`config.mk`:
```
export PLATFORM = sky130hd
export DESIGN_NAME = wfs_top
export DESIGN_NICKNAME = d
export VERILOG_FILES = /design/src/wfs_corr.sv /design/src/wfs_top.sv
export SDC_FILE = /design/constraint.sdc
export NUM_CORES = 1
export LEC_CHECK = 0
export ABC_AREA = 1
export BUFFER_PORTS_ARGS = -buffer_cell sky130_fd_sc_hd__clkbuf_2
export CAP_MARGIN = 20
export CORE_ASPECT_RATIO = 2
export CORE_MARGIN = 4
export CORE_UTILIZATION = 55
export CTS_BUF_LIST = sky130_fd_sc_hd__clkbuf_4 sky130_fd_sc_hd__clkbuf_8 sky130_fd_sc_hd__clkbuf_16
export DETAILED_ROUTE_END_ITERATION = 10
export PLACE_DENSITY = 0.85
export SLEW_MARGIN = 25
export SYNTH_ARGS = -nofsm -noshare
export SYNTH_HDL_FRONTEND = slang
export SYNTH_HIERARCHICAL = 1
export SYNTH_SLANG_ARGS = --single-unit
```
`constraint.sdc`:
```
create_clock -name i_ref_clk -period 6.5 [get_ports i_ref_clk]
set_input_delay 0 -clock i_ref_clk [delete_from_list [all_inputs] [get_ports i_ref_clk]]
set_output_delay 0 -clock i_ref_clk [all_outputs]
set_load 0.1 [all_outputs]
```
`src/wfs_corr.sv`:
```
// Constants for the wake-up and frame sync block, plus one chip correlator.
// Assumes chips arrive as single-cycle strobes on the one baseband clock.
package wfs_pkg;
  localparam int ADDR_W = 8;
  localparam int DATA_W = 32;
  localparam int LEN_W = 5;
  localparam logic [ADDR_W-1:0] OFS_CTRL = 8'h00;
  localparam logic [ADDR_W-1:0] OFS_RSSI_TH = 8'h04;
  localparam logic [ADDR_W-1:0] OFS_BLK_LO = 8'h08;
  localparam logic [ADDR_W-1:0] OFS_BLK_HI = 8'h0C;
  localparam logic [ADDR_W-1:0] OFS_WIN_CNT = 8'h10;
  localparam logic [ADDR_W-1:0] OFS_WPAT_LO = 8'h14;
  localparam logic [ADDR_W-1:0] OFS_WPAT_HI = 8'h18;
  localparam logic [ADDR_W-1:0] OFS_LEN_A = 8'h1C;
  localparam logic [ADDR_W-1:0] OFS_LEN_B = 8'h20;
  localparam logic [ADDR_W-1:0] OFS_PAT_A0 = 8'h24;
  localparam logic [ADDR_W-1:0] OFS_PAT_A1 = 8'h28;
  localparam logic [ADDR_W-1:0] OFS_PAT_B0 = 8'h2C;
  localparam logic [ADDR_W-1:0] OFS_PAT_B1 = 8'h30;
  localparam logic [ADDR_W-1:0] OFS_GAP = 8'h34;
  localparam logic [ADDR_W-1:0] OFS_TVWIN = 8'h38;
  localparam logic [ADDR_W-1:0] OFS_STATUS = 8'h3C;
  // Control register fields.
  localparam int CTRL_SPM = 0;
  localparam int CTRL_LVL_LSB = 1;
  localparam int CTRL_CRIT_LSB = 3;
  localparam int CTRL_PBIT = 5;
  localparam int CTRL_MODE_LSB = 6;
  localparam logic [7:0] CTRL_RST = 8'h00;
  localparam logic [7:0] RSSI_TH_RST = 8'h00;
  // Blocking window starts disabled: high at minimum, low at maximum.
  localparam logic [7:0] BLK_LO_RST = 8'hFF;
  localparam logic [7:0] BLK_HI_RST = 8'h00;
  localparam logic [7:0] WIN_CNT_RST = 8'h11;
  localparam logic [7:0] GAP_RST = 8'h08;
  localparam logic [7:0] TVWIN_RST = 8'h08;
  localparam logic [1:0] LVL_NONE = 2'h0;
  localparam logic [1:0] LVL_RSSI = 2'h1;
  localparam logic [1:0] LVL_SIGREC = 2'h2;
  localparam logic [1:0] CRIT_PATTERN = 2'h0;
  localparam logic [1:0] CRIT_EQUAL = 2'h1;
  localparam logic [1:0] CRIT_RANDOM = 2'h2;
  localparam logic [1:0] CRIT_RATE = 2'h3;
  localparam logic [1:0] MODE_16BIT = 2'h0;
  localparam logic [1:0] MODE_PAR = 2'h1;
  localparam logic [1:0] MODE_EXT = 2'h2;
  localparam logic [1:0] MODE_GAP = 2'h3;
  localparam logic [7:0] WPAT_LEN = 8'h10;
  localparam int SYNC_SEARCH_CYC = 2048;
endpackage

`timescale 1ns/1ps
module wfs_corr
  import wfs_pkg::*;
#(
  parameter int W = 16
) (
  // Clock and control.
  input wire logic i_ref_clk,
  input wire logic i_srst,
  input wire logic i_ce,
  input wire logic i_clear,
  input wire logic i_shift,
  // Chip in, pattern and active length.
  input wire logic i_chip,
  input wire logic [W-1:0] i_pattern,
  input wire logic [LEN_W-1:0] i_len,
  // Match and the oldest chip for chaining.
  output logic o_match,
  output logic o_spill
);
  logic [W-1:0] sh_reg;
  logic [W-1:0] mask;

  // The newest chip sits in bit 0, so pattern bit 0 is the last chip of the identifier.
  always_comb begin
    for (int i = 0; i < W; i++) begin
      mask[i] = (i < int'(i_len));
    end
  end

  assign o_match = (i_len != '0) && (((sh_reg ^ i_pattern) & mask) == '0);
  assign o_spill = sh_reg[W-1];

  always_ff @(posedge i_ref_clk) begin
    if (i_srst) begin
      sh_reg <= '0;
    end else if (i_ce) begin
      if (i_clear) begin
        sh_reg <= '0;
      end else if (i_shift) begin
        sh_reg <= {sh_reg[W-2:0], i_chip};
      end
    end
  end
endmodule

```
`src/wfs_top.sv`:
```
// Wake-up decision and frame start search for the receive baseband.
// Assumes chip, bit, sync and level inputs are synchronous to i_ref_clk.
`timescale 1ns/1ps
module wfs_top
  import wfs_pkg::*;
#(
  parameter int SYNC_CYC = SYNC_SEARCH_CYC
) (
  // Clock, reset, enable.
  input wire logic i_ref_clk,
  input wire logic i_srst,
  input wire logic i_ce,
  // Register port.
  input wire logic [ADDR_W-1:0] i_addr,
  input wire logic [DATA_W-1:0] i_wdata,
  input wire logic i_wr,
  input wire logic i_rd,
  output logic [DATA_W-1:0] o_rdata,
  // Recovered stream.
  input wire logic i_chip_vld,
  input wire logic i_chip,
  input wire logic i_bit_vld,
  input wire logic i_bit,
  input wire logic i_sym_sync,
  // Level detectors and polling control.
  input wire logic [7:0] i_rssi,
  input wire logic i_rssi_vld,
  input wire logic i_sigrec,
  input wire logic i_t16_stb,
  input wire logic i_poll_start,
  // Events.
  output logic o_wakeup,
  output logic o_frame_sync_pulse,
  output logic o_frame_sync_pulse_b,
  output logic o_id_bit_vld,
  output logic o_id_bit,
  output logic o_cv
);
  typedef enum logic [1:0] {W_IDLE, W_SYNC, W_SEARCH} wfs_wake_e;
  typedef enum logic [1:0] {F_IDLE, F_HUNT, F_GAP, F_HUNTB} wfs_frame_e;

  wfs_wake_e wstate_reg, wstate_next;
  wfs_frame_e fstate_reg, fstate_next;
  logic [7:0] ctrl_reg, rssi_th_reg, blk_lo_reg, blk_hi_reg, win_cnt_reg;
  logic [7:0] wpat_lo_reg, wpat_hi_reg, gap_reg, tvwin_reg;
  logic [LEN_W-1:0] len_a_reg, len_b_reg;
  logic [7:0] pat_a0_reg, pat_a1_reg, pat_b0_reg, pat_b1_reg;
  logic [DATA_W-1:0] rdata_reg;
  logic [$clog2(SYNC_CYC+1)-1:0] sync_tmr_reg;
  logic [7:0] unit_cnt_reg, sr_cnt_reg, fcnt_reg;
  logic [15:0] wsh_reg;
  logic first_bit_reg, last_chip_reg, sync_d_reg, chk_reg;
  logic [1:0] run_reg;
  logic wake_reg, frame_sync_pulse_reg, frame_sync_pulse_b_reg, id_vld_reg, id_bit_reg, cv_reg;

  // Decoded control fields.
  wire self_polling_mode = ctrl_reg[CTRL_SPM];
  wire [1:0] lvl_sel = ctrl_reg[CTRL_LVL_LSB +: 2];
  wire [1:0] crit = ctrl_reg[CTRL_CRIT_LSB +: 2];
  wire pbit = ctrl_reg[CTRL_PBIT];
  wire [1:0] mode = ctrl_reg[CTRL_MODE_LSB +: 2];

  // Register writes.
  always_ff @(posedge i_ref_clk) begin
    if (i_srst) begin
      ctrl_reg <= CTRL_RST;
      rssi_th_reg <= RSSI_TH_RST;
      blk_lo_reg <= BLK_LO_RST;
      blk_hi_reg <= BLK_HI_RST;
      win_cnt_reg <= WIN_CNT_RST;
      wpat_lo_reg <= 8'h00;
      wpat_hi_reg <= 8'h00;
      len_a_reg <= '0;
      len_b_reg <= '0;
      pat_a0_reg <= 8'h00;
      pat_a1_reg <= 8'h00;
      pat_b0_reg <= 8'h00;
      pat_b1_reg <= 8'h00;
      gap_reg <= GAP_RST;
      tvwin_reg <= TVWIN_RST;
    end else if (i_ce && i_wr) begin
      unique case (i_addr)
        OFS_CTRL: ctrl_reg <= i_wdata[7:0];
        OFS_RSSI_TH: rssi_th_reg <= i_wdata[7:0];
        OFS_BLK_LO: blk_lo_reg <= i_wdata[7:0];
        OFS_BLK_HI: blk_hi_reg <= i_wdata[7:0];
        OFS_WIN_CNT: win_cnt_reg <= i_wdata[7:0];
        OFS_WPAT_LO: wpat_lo_reg <= i_wdata[7:0];
        OFS_WPAT_HI: wpat_hi_reg <= i_wdata[7:0];
        OFS_LEN_A: len_a_reg <= i_wdata[LEN_W-1:0];
        OFS_LEN_B: len_b_reg <= i_wdata[LEN_W-1:0];
        OFS_PAT_A0: pat_a0_reg <= i_wdata[7:0];
        OFS_PAT_A1: pat_a1_reg <= i_wdata[7:0];
        OFS_PAT_B0: pat_b0_reg <= i_wdata[7:0];
        OFS_PAT_B1: pat_b1_reg <= i_wdata[7:0];
        OFS_GAP: gap_reg <= i_wdata[7:0];
        OFS_TVWIN: tvwin_reg <= i_wdata[7:0];
        default: ;
      endcase
    end
  end

  // Read selection; unmapped addresses read as zero.
  logic [DATA_W-1:0] rsel;
  always_comb begin
    unique case (i_addr)
      OFS_CTRL: rsel = {24'h000000, ctrl_reg};
      OFS_RSSI_TH: rsel = {24'h000000, rssi_th_reg};
      OFS_BLK_LO: rsel = {24'h000000, blk_lo_reg};
      OFS_BLK_HI: rsel = {24'h000000, blk_hi_reg};
      OFS_WIN_CNT: rsel = {24'h000000, win_cnt_reg};
      OFS_WPAT_LO: rsel = {24'h000000, wpat_lo_reg};
      OFS_WPAT_HI: rsel = {24'h000000, wpat_hi_reg};
      OFS_LEN_A: rsel = {27'h0000000, len_a_reg};
      OFS_LEN_B: rsel = {27'h0000000, len_b_reg};
      OFS_PAT_A0: rsel = {24'h000000, pat_a0_reg};
      OFS_PAT_A1: rsel = {24'h000000, pat_a1_reg};
      OFS_PAT_B0: rsel = {24'h000000, pat_b0_reg};
      OFS_PAT_B1: rsel = {24'h000000, pat_b1_reg};
      OFS_GAP: rsel = {24'h000000, gap_reg};
      OFS_TVWIN: rsel = {24'h000000, tvwin_reg};
      OFS_STATUS: rsel = {24'h000000, unit_cnt_reg[3:0], fstate_reg, wstate_reg};
      default: rsel = 32'h00000000;
    endcase
  end

  always_ff @(posedge i_ref_clk) begin
    if (i_srst) begin
      rdata_reg <= 32'h00000000;
    end else if (i_ce) begin
      rdata_reg <= i_rd ? rsel : 32'h00000000;
    end
  end

  // Code violation: a third chip equal to the previous two.
  wire same_chip = (i_chip == last_chip_reg);
  wire cv_now = i_chip_vld && same_chip && (run_reg >= 2'h2);

  // Level criteria.
  wire in_block = (i_rssi >= blk_lo_reg) && (i_rssi <= blk_hi_reg);
  wire rssi_ok = i_rssi_vld && (i_rssi > rssi_th_reg) && !in_block;
  wire [8:0] sr_cnt_inc = {1'b0, sr_cnt_reg} + 9'h001;
  wire sr_hit = i_t16_stb && i_sigrec && (sr_cnt_inc >= {1'b0, blk_hi_reg});
  wire observing = (wstate_reg != W_IDLE);
  wire level_hit = observing &&
    (((lvl_sel == LVL_RSSI) && rssi_ok) || ((lvl_sel == LVL_SIGREC) && sr_hit));

  // Data criteria: one of four, selected by crit.
  wire chip_units = (crit == CRIT_PATTERN) && !pbit;
  wire unit_stb = chip_units ? i_chip_vld : i_bit_vld;
  wire [8:0] unit_inc = {1'b0, unit_cnt_reg} + 9'h001;
  wire win_done = unit_stb && (unit_inc >= {1'b0, win_cnt_reg});
  wire [15:0] wsh_next = {wsh_reg[14:0], (pbit ? i_bit : i_chip)};
  wire pat_hit = (crit == CRIT_PATTERN) && unit_stb && (unit_inc >= {1'b0, WPAT_LEN}) &&
    (wsh_next == {wpat_hi_reg, wpat_lo_reg});
  wire eq_break = (crit == CRIT_EQUAL) && i_bit_vld && (unit_cnt_reg != 8'h00) &&
    (i_bit != first_bit_reg);
  wire cv_abort = cv_now && ((crit == CRIT_EQUAL) || (crit == CRIT_RANDOM) ||
    ((crit == CRIT_PATTERN) && pbit));
  wire searching = (wstate_reg == W_SEARCH);
  wire count_hit = ((crit == CRIT_EQUAL) || (crit == CRIT_RANDOM)) && win_done;
  wire data_hit = searching && i_sym_sync && !cv_abort && !eq_break &&
    (pat_hit || count_hit);
  wire rate_hit = (wstate_reg == W_SYNC) && i_sym_sync && (crit == CRIT_RATE);
  wire wake_evt = level_hit || data_hit || rate_hit;
  wire sync_timeout = (wstate_reg == W_SYNC) && (int'(sync_tmr_reg) >= SYNC_CYC - 1);

  always_comb begin
    wstate_next = wstate_reg;
    unique case (wstate_reg)
      W_IDLE: begin
        if (i_poll_start) begin
          wstate_next = W_SYNC;
        end
      end
      W_SYNC: begin
        if (wake_evt || sync_timeout) begin
          wstate_next = W_IDLE;
        end else if (i_sym_sync) begin
          wstate_next = W_SEARCH;
        end
      end
      W_SEARCH: begin
        if (wake_evt || !i_sym_sync || cv_abort || eq_break || win_done) begin
          wstate_next = W_IDLE;
        end
      end
    endcase
  end

  always_ff @(posedge i_ref_clk) begin
    if (i_srst) begin
      wstate_reg <= W_IDLE;
      sync_tmr_reg <= '0;
      unit_cnt_reg <= 8'h00;
      sr_cnt_reg <= 8'h00;
      wsh_reg <= 16'h0000;
      first_bit_reg <= 1'b0;
      last_chip_reg <= 1'b0;
      run_reg <= 2'h0;
      wake_reg <= 1'b0;
      cv_reg <= 1'b0;
    end else if (i_ce) begin
      wstate_reg <= wstate_next;
      wake_reg <= wake_evt;
      cv_reg <= cv_now;
      sync_tmr_reg <= (wstate_reg == W_SYNC) ? sync_tmr_reg + 1'b1 : '0;
      if (i_chip_vld) begin
        last_chip_reg <= i_chip;
        run_reg <= (same_chip && run_reg != 2'h0) ? ((run_reg == 2'h3) ? 2'h3 : run_reg + 2'h1)
          : 2'h1;
      end
      if (i_t16_stb) begin
        sr_cnt_reg <= !i_sigrec ? 8'h00 : (sr_cnt_inc[8] ? 8'hFF : sr_cnt_inc[7:0]);
      end
      if (!searching) begin
        unit_cnt_reg <= 8'h00;
        wsh_reg <= 16'h0000;
      end else if (unit_stb) begin
        unit_cnt_reg <= unit_inc[7:0];
        wsh_reg <= wsh_next;
        if (unit_cnt_reg == 8'h00) begin
          first_bit_reg <= i_bit;
        end
      end
    end
  end

  // Frame synchronizer.
  wire sync_rise = i_sym_sync && !sync_d_reg;
  wire frame_go = self_polling_mode ? wake_reg : sync_rise;
  wire hunting = (fstate_reg != F_IDLE);
  wire corr_shift = hunting && i_chip_vld;
  wire clr_a = (fstate_reg == F_IDLE);
  wire clr_b = clr_a || ((fstate_reg == F_GAP) && (fcnt_reg >= gap_reg));
  wire chain = (mode == MODE_16BIT);
  wire match_a, match_b, spill_a;

  wfs_corr #(.W(16)) u_corr_a (
    .i_ref_clk(i_ref_clk),
    .i_srst(i_srst),
    .i_ce(i_ce),
    .i_clear(clr_a),
    .i_shift(corr_shift),
    .i_chip(i_chip),
    .i_pattern({pat_a1_reg, pat_a0_reg}),
    .i_len(len_a_reg),
    .o_match(match_a),
    .o_spill(spill_a)
  );

  // In 16-bit mode B holds the older chips shifted out of A.
  wfs_corr #(.W(16)) u_corr_b (
    .i_ref_clk(i_ref_clk),
    .i_srst(i_srst),
    .i_ce(i_ce),
    .i_clear(clr_b),
    .i_shift(corr_shift),
    .i_chip(chain ? spill_a : i_chip),
    .i_pattern({pat_b1_reg, pat_b0_reg}),
    .i_len(len_b_reg),
    .o_match(match_b),
    .o_spill()
  );

  // Matches are judged one cycle after the shift; A wins a tie in parallel modes.
  wire hit_chain = chk_reg && match_a && ((len_b_reg == '0) || match_b);
  wire hit_a = chk_reg && match_a;
  wire hit_b = chk_reg && match_b && !match_a;
  wire in_hunt = (fstate_reg == F_HUNT);
  wire found_a = in_hunt && (chain ? hit_chain : ((mode != MODE_GAP) && hit_a));
  wire found_b = ((in_hunt && (mode == MODE_PAR || mode == MODE_EXT)) ||
    (fstate_reg == F_HUNTB)) && chk_reg && match_b;
  wire frame_sync_pulse_evt = i_sym_sync && (found_a || found_b);

  always_comb begin
    fstate_next = fstate_reg;
    unique case (fstate_reg)
      F_IDLE: begin
        if (frame_go) begin
          fstate_next = F_HUNT;
        end
      end
      F_HUNT: begin
        if (!i_sym_sync || frame_sync_pulse_evt) begin
          fstate_next = F_IDLE;
        end else if ((mode == MODE_GAP) && hit_a) begin
          fstate_next = F_GAP;
        end
      end
      F_GAP: begin
        if (!i_sym_sync) begin
          fstate_next = F_IDLE;
        end else if (fcnt_reg >= gap_reg) begin
          fstate_next = F_HUNTB;
        end
      end
      F_HUNTB: begin
        if (!i_sym_sync || frame_sync_pulse_evt) begin
          fstate_next = F_IDLE;
        end else if (fcnt_reg >= tvwin_reg) begin
          fstate_next = F_HUNT;
        end
      end
    endcase
  end

  always_ff @(posedge i_ref_clk) begin
    if (i_srst) begin
      fstate_reg <= F_IDLE;
      fcnt_reg <= 8'h00;
      sync_d_reg <= 1'b0;
      chk_reg <= 1'b0;
      frame_sync_pulse_reg <= 1'b0;
      frame_sync_pulse_b_reg <= 1'b0;
      id_vld_reg <= 1'b0;
      id_bit_reg <= 1'b0;
    end else if (i_ce) begin
      fstate_reg <= fstate_next;
      sync_d_reg <= i_sym_sync;
      chk_reg <= corr_shift;
      frame_sync_pulse_reg <= frame_sync_pulse_evt;
      frame_sync_pulse_b_reg <= frame_sync_pulse_evt && !found_a;
      id_vld_reg <= frame_sync_pulse_evt && (mode == MODE_EXT);
      id_bit_reg <= frame_sync_pulse_evt && (mode == MODE_EXT) && !found_a;
      if (fstate_next != fstate_reg) begin
        fcnt_reg <= 8'h00;
      end else if (corr_shift && fcnt_reg != 8'hFF) begin
        fcnt_reg <= fcnt_reg + 8'h01;
      end
    end
  end

  assign o_rdata = rdata_reg;
  assign o_wakeup = wake_reg;
  assign o_frame_sync_pulse = frame_sync_pulse_reg;
  assign o_frame_sync_pulse_b = frame_sync_pulse_b_reg;
  assign o_id_bit_vld = id_vld_reg;
  assign o_id_bit = id_bit_reg;
  assign o_cv = cv_reg;

  rssi_wake_a:
  assert property (@(posedge i_ref_clk) disable iff (i_srst)
    (i_ce && observing && lvl_sel == LVL_RSSI && i_rssi_vld && i_rssi > rssi_th_reg &&
     !in_block) |=> o_wakeup)
  else $error("RSSI above threshold gave no wake-up");

  rssi_block_a:
  assert property (@(posedge i_ref_clk) disable iff (i_srst)
    (i_ce && wstate_reg == W_SYNC && lvl_sel == LVL_RSSI && crit != CRIT_RATE &&
     i_rssi_vld && in_block) |=> !o_wakeup)
  else $error("Blocked RSSI level woke the receiver");

  sync_abort_a:
  assert property (@(posedge i_ref_clk) disable iff (i_srst)
    (i_ce && searching && !i_sym_sync) |=> (wstate_reg == W_IDLE) && !o_wakeup)
  else $error("Search not aborted on sync loss");

  window_stop_a:
  assert property (@(posedge i_ref_clk) disable iff (i_srst)
    (i_ce && searching && win_done) |=> wstate_reg == W_IDLE)
  else $error("Search outlived the wake window");

  cv_flag_a:
  assert property (@(posedge i_ref_clk) disable iff (i_srst)
    (i_ce && i_chip_vld && run_reg == 2'h2 && i_chip == last_chip_reg) |=> o_cv)
  else $error("Third equal chip not flagged");

  wake_pulse_a:
  assert property (@(posedge i_ref_clk) disable iff (i_srst)
    $past(i_ce) && o_wakeup |-> $past(wstate_reg) != W_IDLE)
  else $error("Wake-up pulse outside an observation");

  frame_loss_a:
  assert property (@(posedge i_ref_clk) disable iff (i_srst)
    (i_ce && hunting && !i_sym_sync) |=> fstate_reg == F_IDLE ##1 !o_frame_sync_pulse)
  else $error("Framer kept searching after sync loss");

  ext_bit_a:
  assert property (@(posedge i_ref_clk) disable iff (i_srst)
    o_id_bit_vld |-> o_frame_sync_pulse && (o_id_bit == o_frame_sync_pulse_b))
  else $error("Inserted bit does not name the matching correlator");

  frame_sync_pulse_once_a:
  assert property (@(posedge i_ref_clk) disable iff (i_srst)
    o_frame_sync_pulse |-> ##1 !o_frame_sync_pulse)
  else $error("Frame sync longer than one cycle");
endmodule

```
==> results.yml <==
outcome:
  status: "complete, no violations"
power:
  leakagePower_nw: 5.60
  p_per_area_nw_per_um2: 220
  ir_drop_mv: 0.239
synthesis:
  yosysWarningCount: 6
  yosys_register_bits: 221
  synth_top_area_share_pct: 35.9
  netlist_instances: 1757
  yosysSeqAreaShare_pct: 35.9
  syn-cell-area_um2: 12300
  synth_most_common_cell: "nand2_1"
  yosysTopAreaCell: "dfxtp_1"
  yosysUniqueCellTypes: 47
  synth_edf_count: 0
  ys_async_sr_fraction_pct: 0
  yosys-top-cells-area: "dfxtp_1, nand2_1, a21oi_1"
  synth_area_per_cell_um2: 7.01
  synthTopCellsByCount: "nand2_1, inv_1, dfxtp_1"
  ys.flop_type: "dfxtp_1"
place:
  gp_congestion: 1.04
  io_buffers: 51
  placed_area_um2: 12600
  place_hpwl_um: 27900
  dp_cells: 2029
detailed_routing:
  dr_wl_met2_um: 18900
  drt_iter0_drc: 1011
  m1WireLength_um: 12800
  via_per_inst: 5.85
  drt_pass1_iterations: 6
  drt-total-wl_um: 38000
  wl_met3_um: 2410
  drtAntennaViolNets: 0
  drc: 0
  top_layer_used: "met4"
  via_count: 12100
  avgRoutedWirePerCell_um: 18.3
clock_tree:
  ctsRootBufferMaster: "clkbuf_16"
  ctsResizeCount: 0
  cts_buffer_depth: 3
  cts.sinks: 221
  clock_latency_ps: 520
  cts_made_buffers: 21
  cts_tree: "done"
  clkTransAtPathRegs_ps: 70
  cts_max_level: 1
setup_path:
  r2r.worst_path.cells: 26
  reg2reg_slack_ps: 3180
  critical_path_required_ps: 6910
  r2r_start: "sr_cnt_reg[0]"
  cp-end-kind: "register"
  startpoint_type: "register"
  arrival_ps: 3730
  crit_path_end: "wstate_reg[1]"
  cp-startpoint: "sr_cnt_reg[0]"
  critical_path_class: "reg -> reg"
  rr_endpoint: "wstate_reg[1]"
  crit_fanout: 5
layout:
  num-nets-final: 1915
  design_area_um2: 13400
  n_antenna_cell: 0
  areaGrowthSynthToFinish_pct: 9.06
  fin_cells: 2074
  layout-drive-gt1-share_pct: 8.62
die:
  core.rowCount: 77
  coreArea_um2: 22100
  ioPinCount: 100
  die_w_um: 114
  initial_core_util_pct: 55.8
  die_h_um: 220
  die_area_um2: 25000
min_path:
  hp-class: "in -> reg"
timing:
  clock_skew_ps: 7.70
  hold_violations: 0
  slew_headroom_pct: 37.6
  period_share_pct: 51.1
  maxSlewViolCount: 0
  finalCriticalPeriod_ps: 3320
  setup_viol: 0
  fin_tns_setup_ps: 0
  max_freq_mhz: 301
  rsz0062_at_grt: "no"
  worstMarginPinSlew_ps: 936
global_routing:
  grt_max_degree: 108
  grt_util_all_layers_pct: 30.0
  antenna_found_initial: 0
  grt_pass1_vias: 11700
  overflow: 0
  grt_pass1_wl_um: 59500
job:
  maxCapViolCount: 0
==> through the flow <==
step | worst slack (ps) | util [%] | hold WS, ps | total power, mW
6_report | 3180 | 60.9 | 10.1 | 2.95
5_1_grt | 2940 | 60.9 | 44.1 | 3.04
4_1_cts | 3260 | 60.9 | 6.43 | 2.95
3_5_place_dp | 3400 | 57.3 | 328 | 1.67
3_3_place_gp | 3480 | 57.3 | 329 | 1.67
2_1_floorplan | 3980 | - | 158 | 1.61
==> worst max-delay path, stage by stage, from the launching register on <==
cell and delay (ps):
dfxtp_1 410, ha_1 200, nand2_1 60, inv_1 80, nand2_1 80, nor2_1 170
nand2_1 110, xor2_1 180, inv_1 80, ha_1 290, nand2_1 90, inv_1 60
and3_1 170, nand4_1 80, nand2_1 60, nor2_1 90, nand2_1 60, nand2_1 50
nand2_1 200, nand2_1 170, nand3_2 120, nor2_2 110, nand2_2 70, nand2_1 90
nand2_1 50, nand2_1 60, nor2_1 50
==> repair_timing <==
| action | in CTS | in global routing |
|---|---|---|
| hold buffers | 8 | 0 |
| setup buffers | 0 | 0 |
| hold endpoints to repair | 24 | 0 |
==> per-layer routing <==
metal  up-vias  global-route usage, %
met5         -                      0
met4         0                   25.6
met3       204                   3.87
met2       538                   53.3
met1      5540                   30.5
li1       5845                      -
==> area by class of cell <==
type / count / area (um2)
Fill cell: 1982 / 8630
Tap cell: 276 / 345
Clock buffer: 27 / 583
Clock inverter: 10 / 135
Timing Repair Buffer: 67 / 398
Inverter: 240 / 901
Multi-Input combinational cell: 1233 / 6640
Sequential cell: 221 / 4420
==> logic make-up after synthesis <==
group           Yosys count  share of synthesized area (%)
simple gates            646                           22.8
compound gates          450                           20.3
buf+inv                 326                           10.8
flops                   221                           35.9
fa+ha+maj                69                           7.01
xor+xnor                 44                           3.13
other cells               1                         0.0305
==> layout by cell type (no fill, tap or decap), types with 10 or more instances in the layout <==
cell / n
nand2_1: 335
inv_1: 228
dfxtp_1: 221
a21oi_1: 214
o21ai_0: 132
nor2_1: 122
nand3_1: 101
ha_1: 69
clkbuf_2: 50
xor2_1: 34
o22ai_1: 33
conb_1: 24
a221oi_1: 23
nand4_1: 21
clkbuf_16: 21
nor3_1: 20
nor2_2: 15
a211oi_1: 13
inv_2: 11
xnor2_1: 10
==> worst min path at each step <==
stage | start | to | cells after the start
3_3_place_gp | i_chip | u_corr_a/sh_reg[0] | 3
6_report | i_poll_start | wstate_reg[0] | 7
3_5_place_dp | i_chip | u_corr_a/sh_reg[0] | 3
5_1_grt | i_rd | o_rdata[6] | 6
4_1_cts | i_rd | o_rdata[6] | 6
2_1_floorplan | i_chip | last_chip_reg | 2
==> power by group <==
group,internal (mW),switching (mW),total [mW],leakage (nW)
Combinational,0.0588,0.219,0.278,3.47
Clock,0.756,0.543,1.30,0.346
Sequential,1.37,0.00999,1.38,1.78
(Power assumes the default switching activity.)
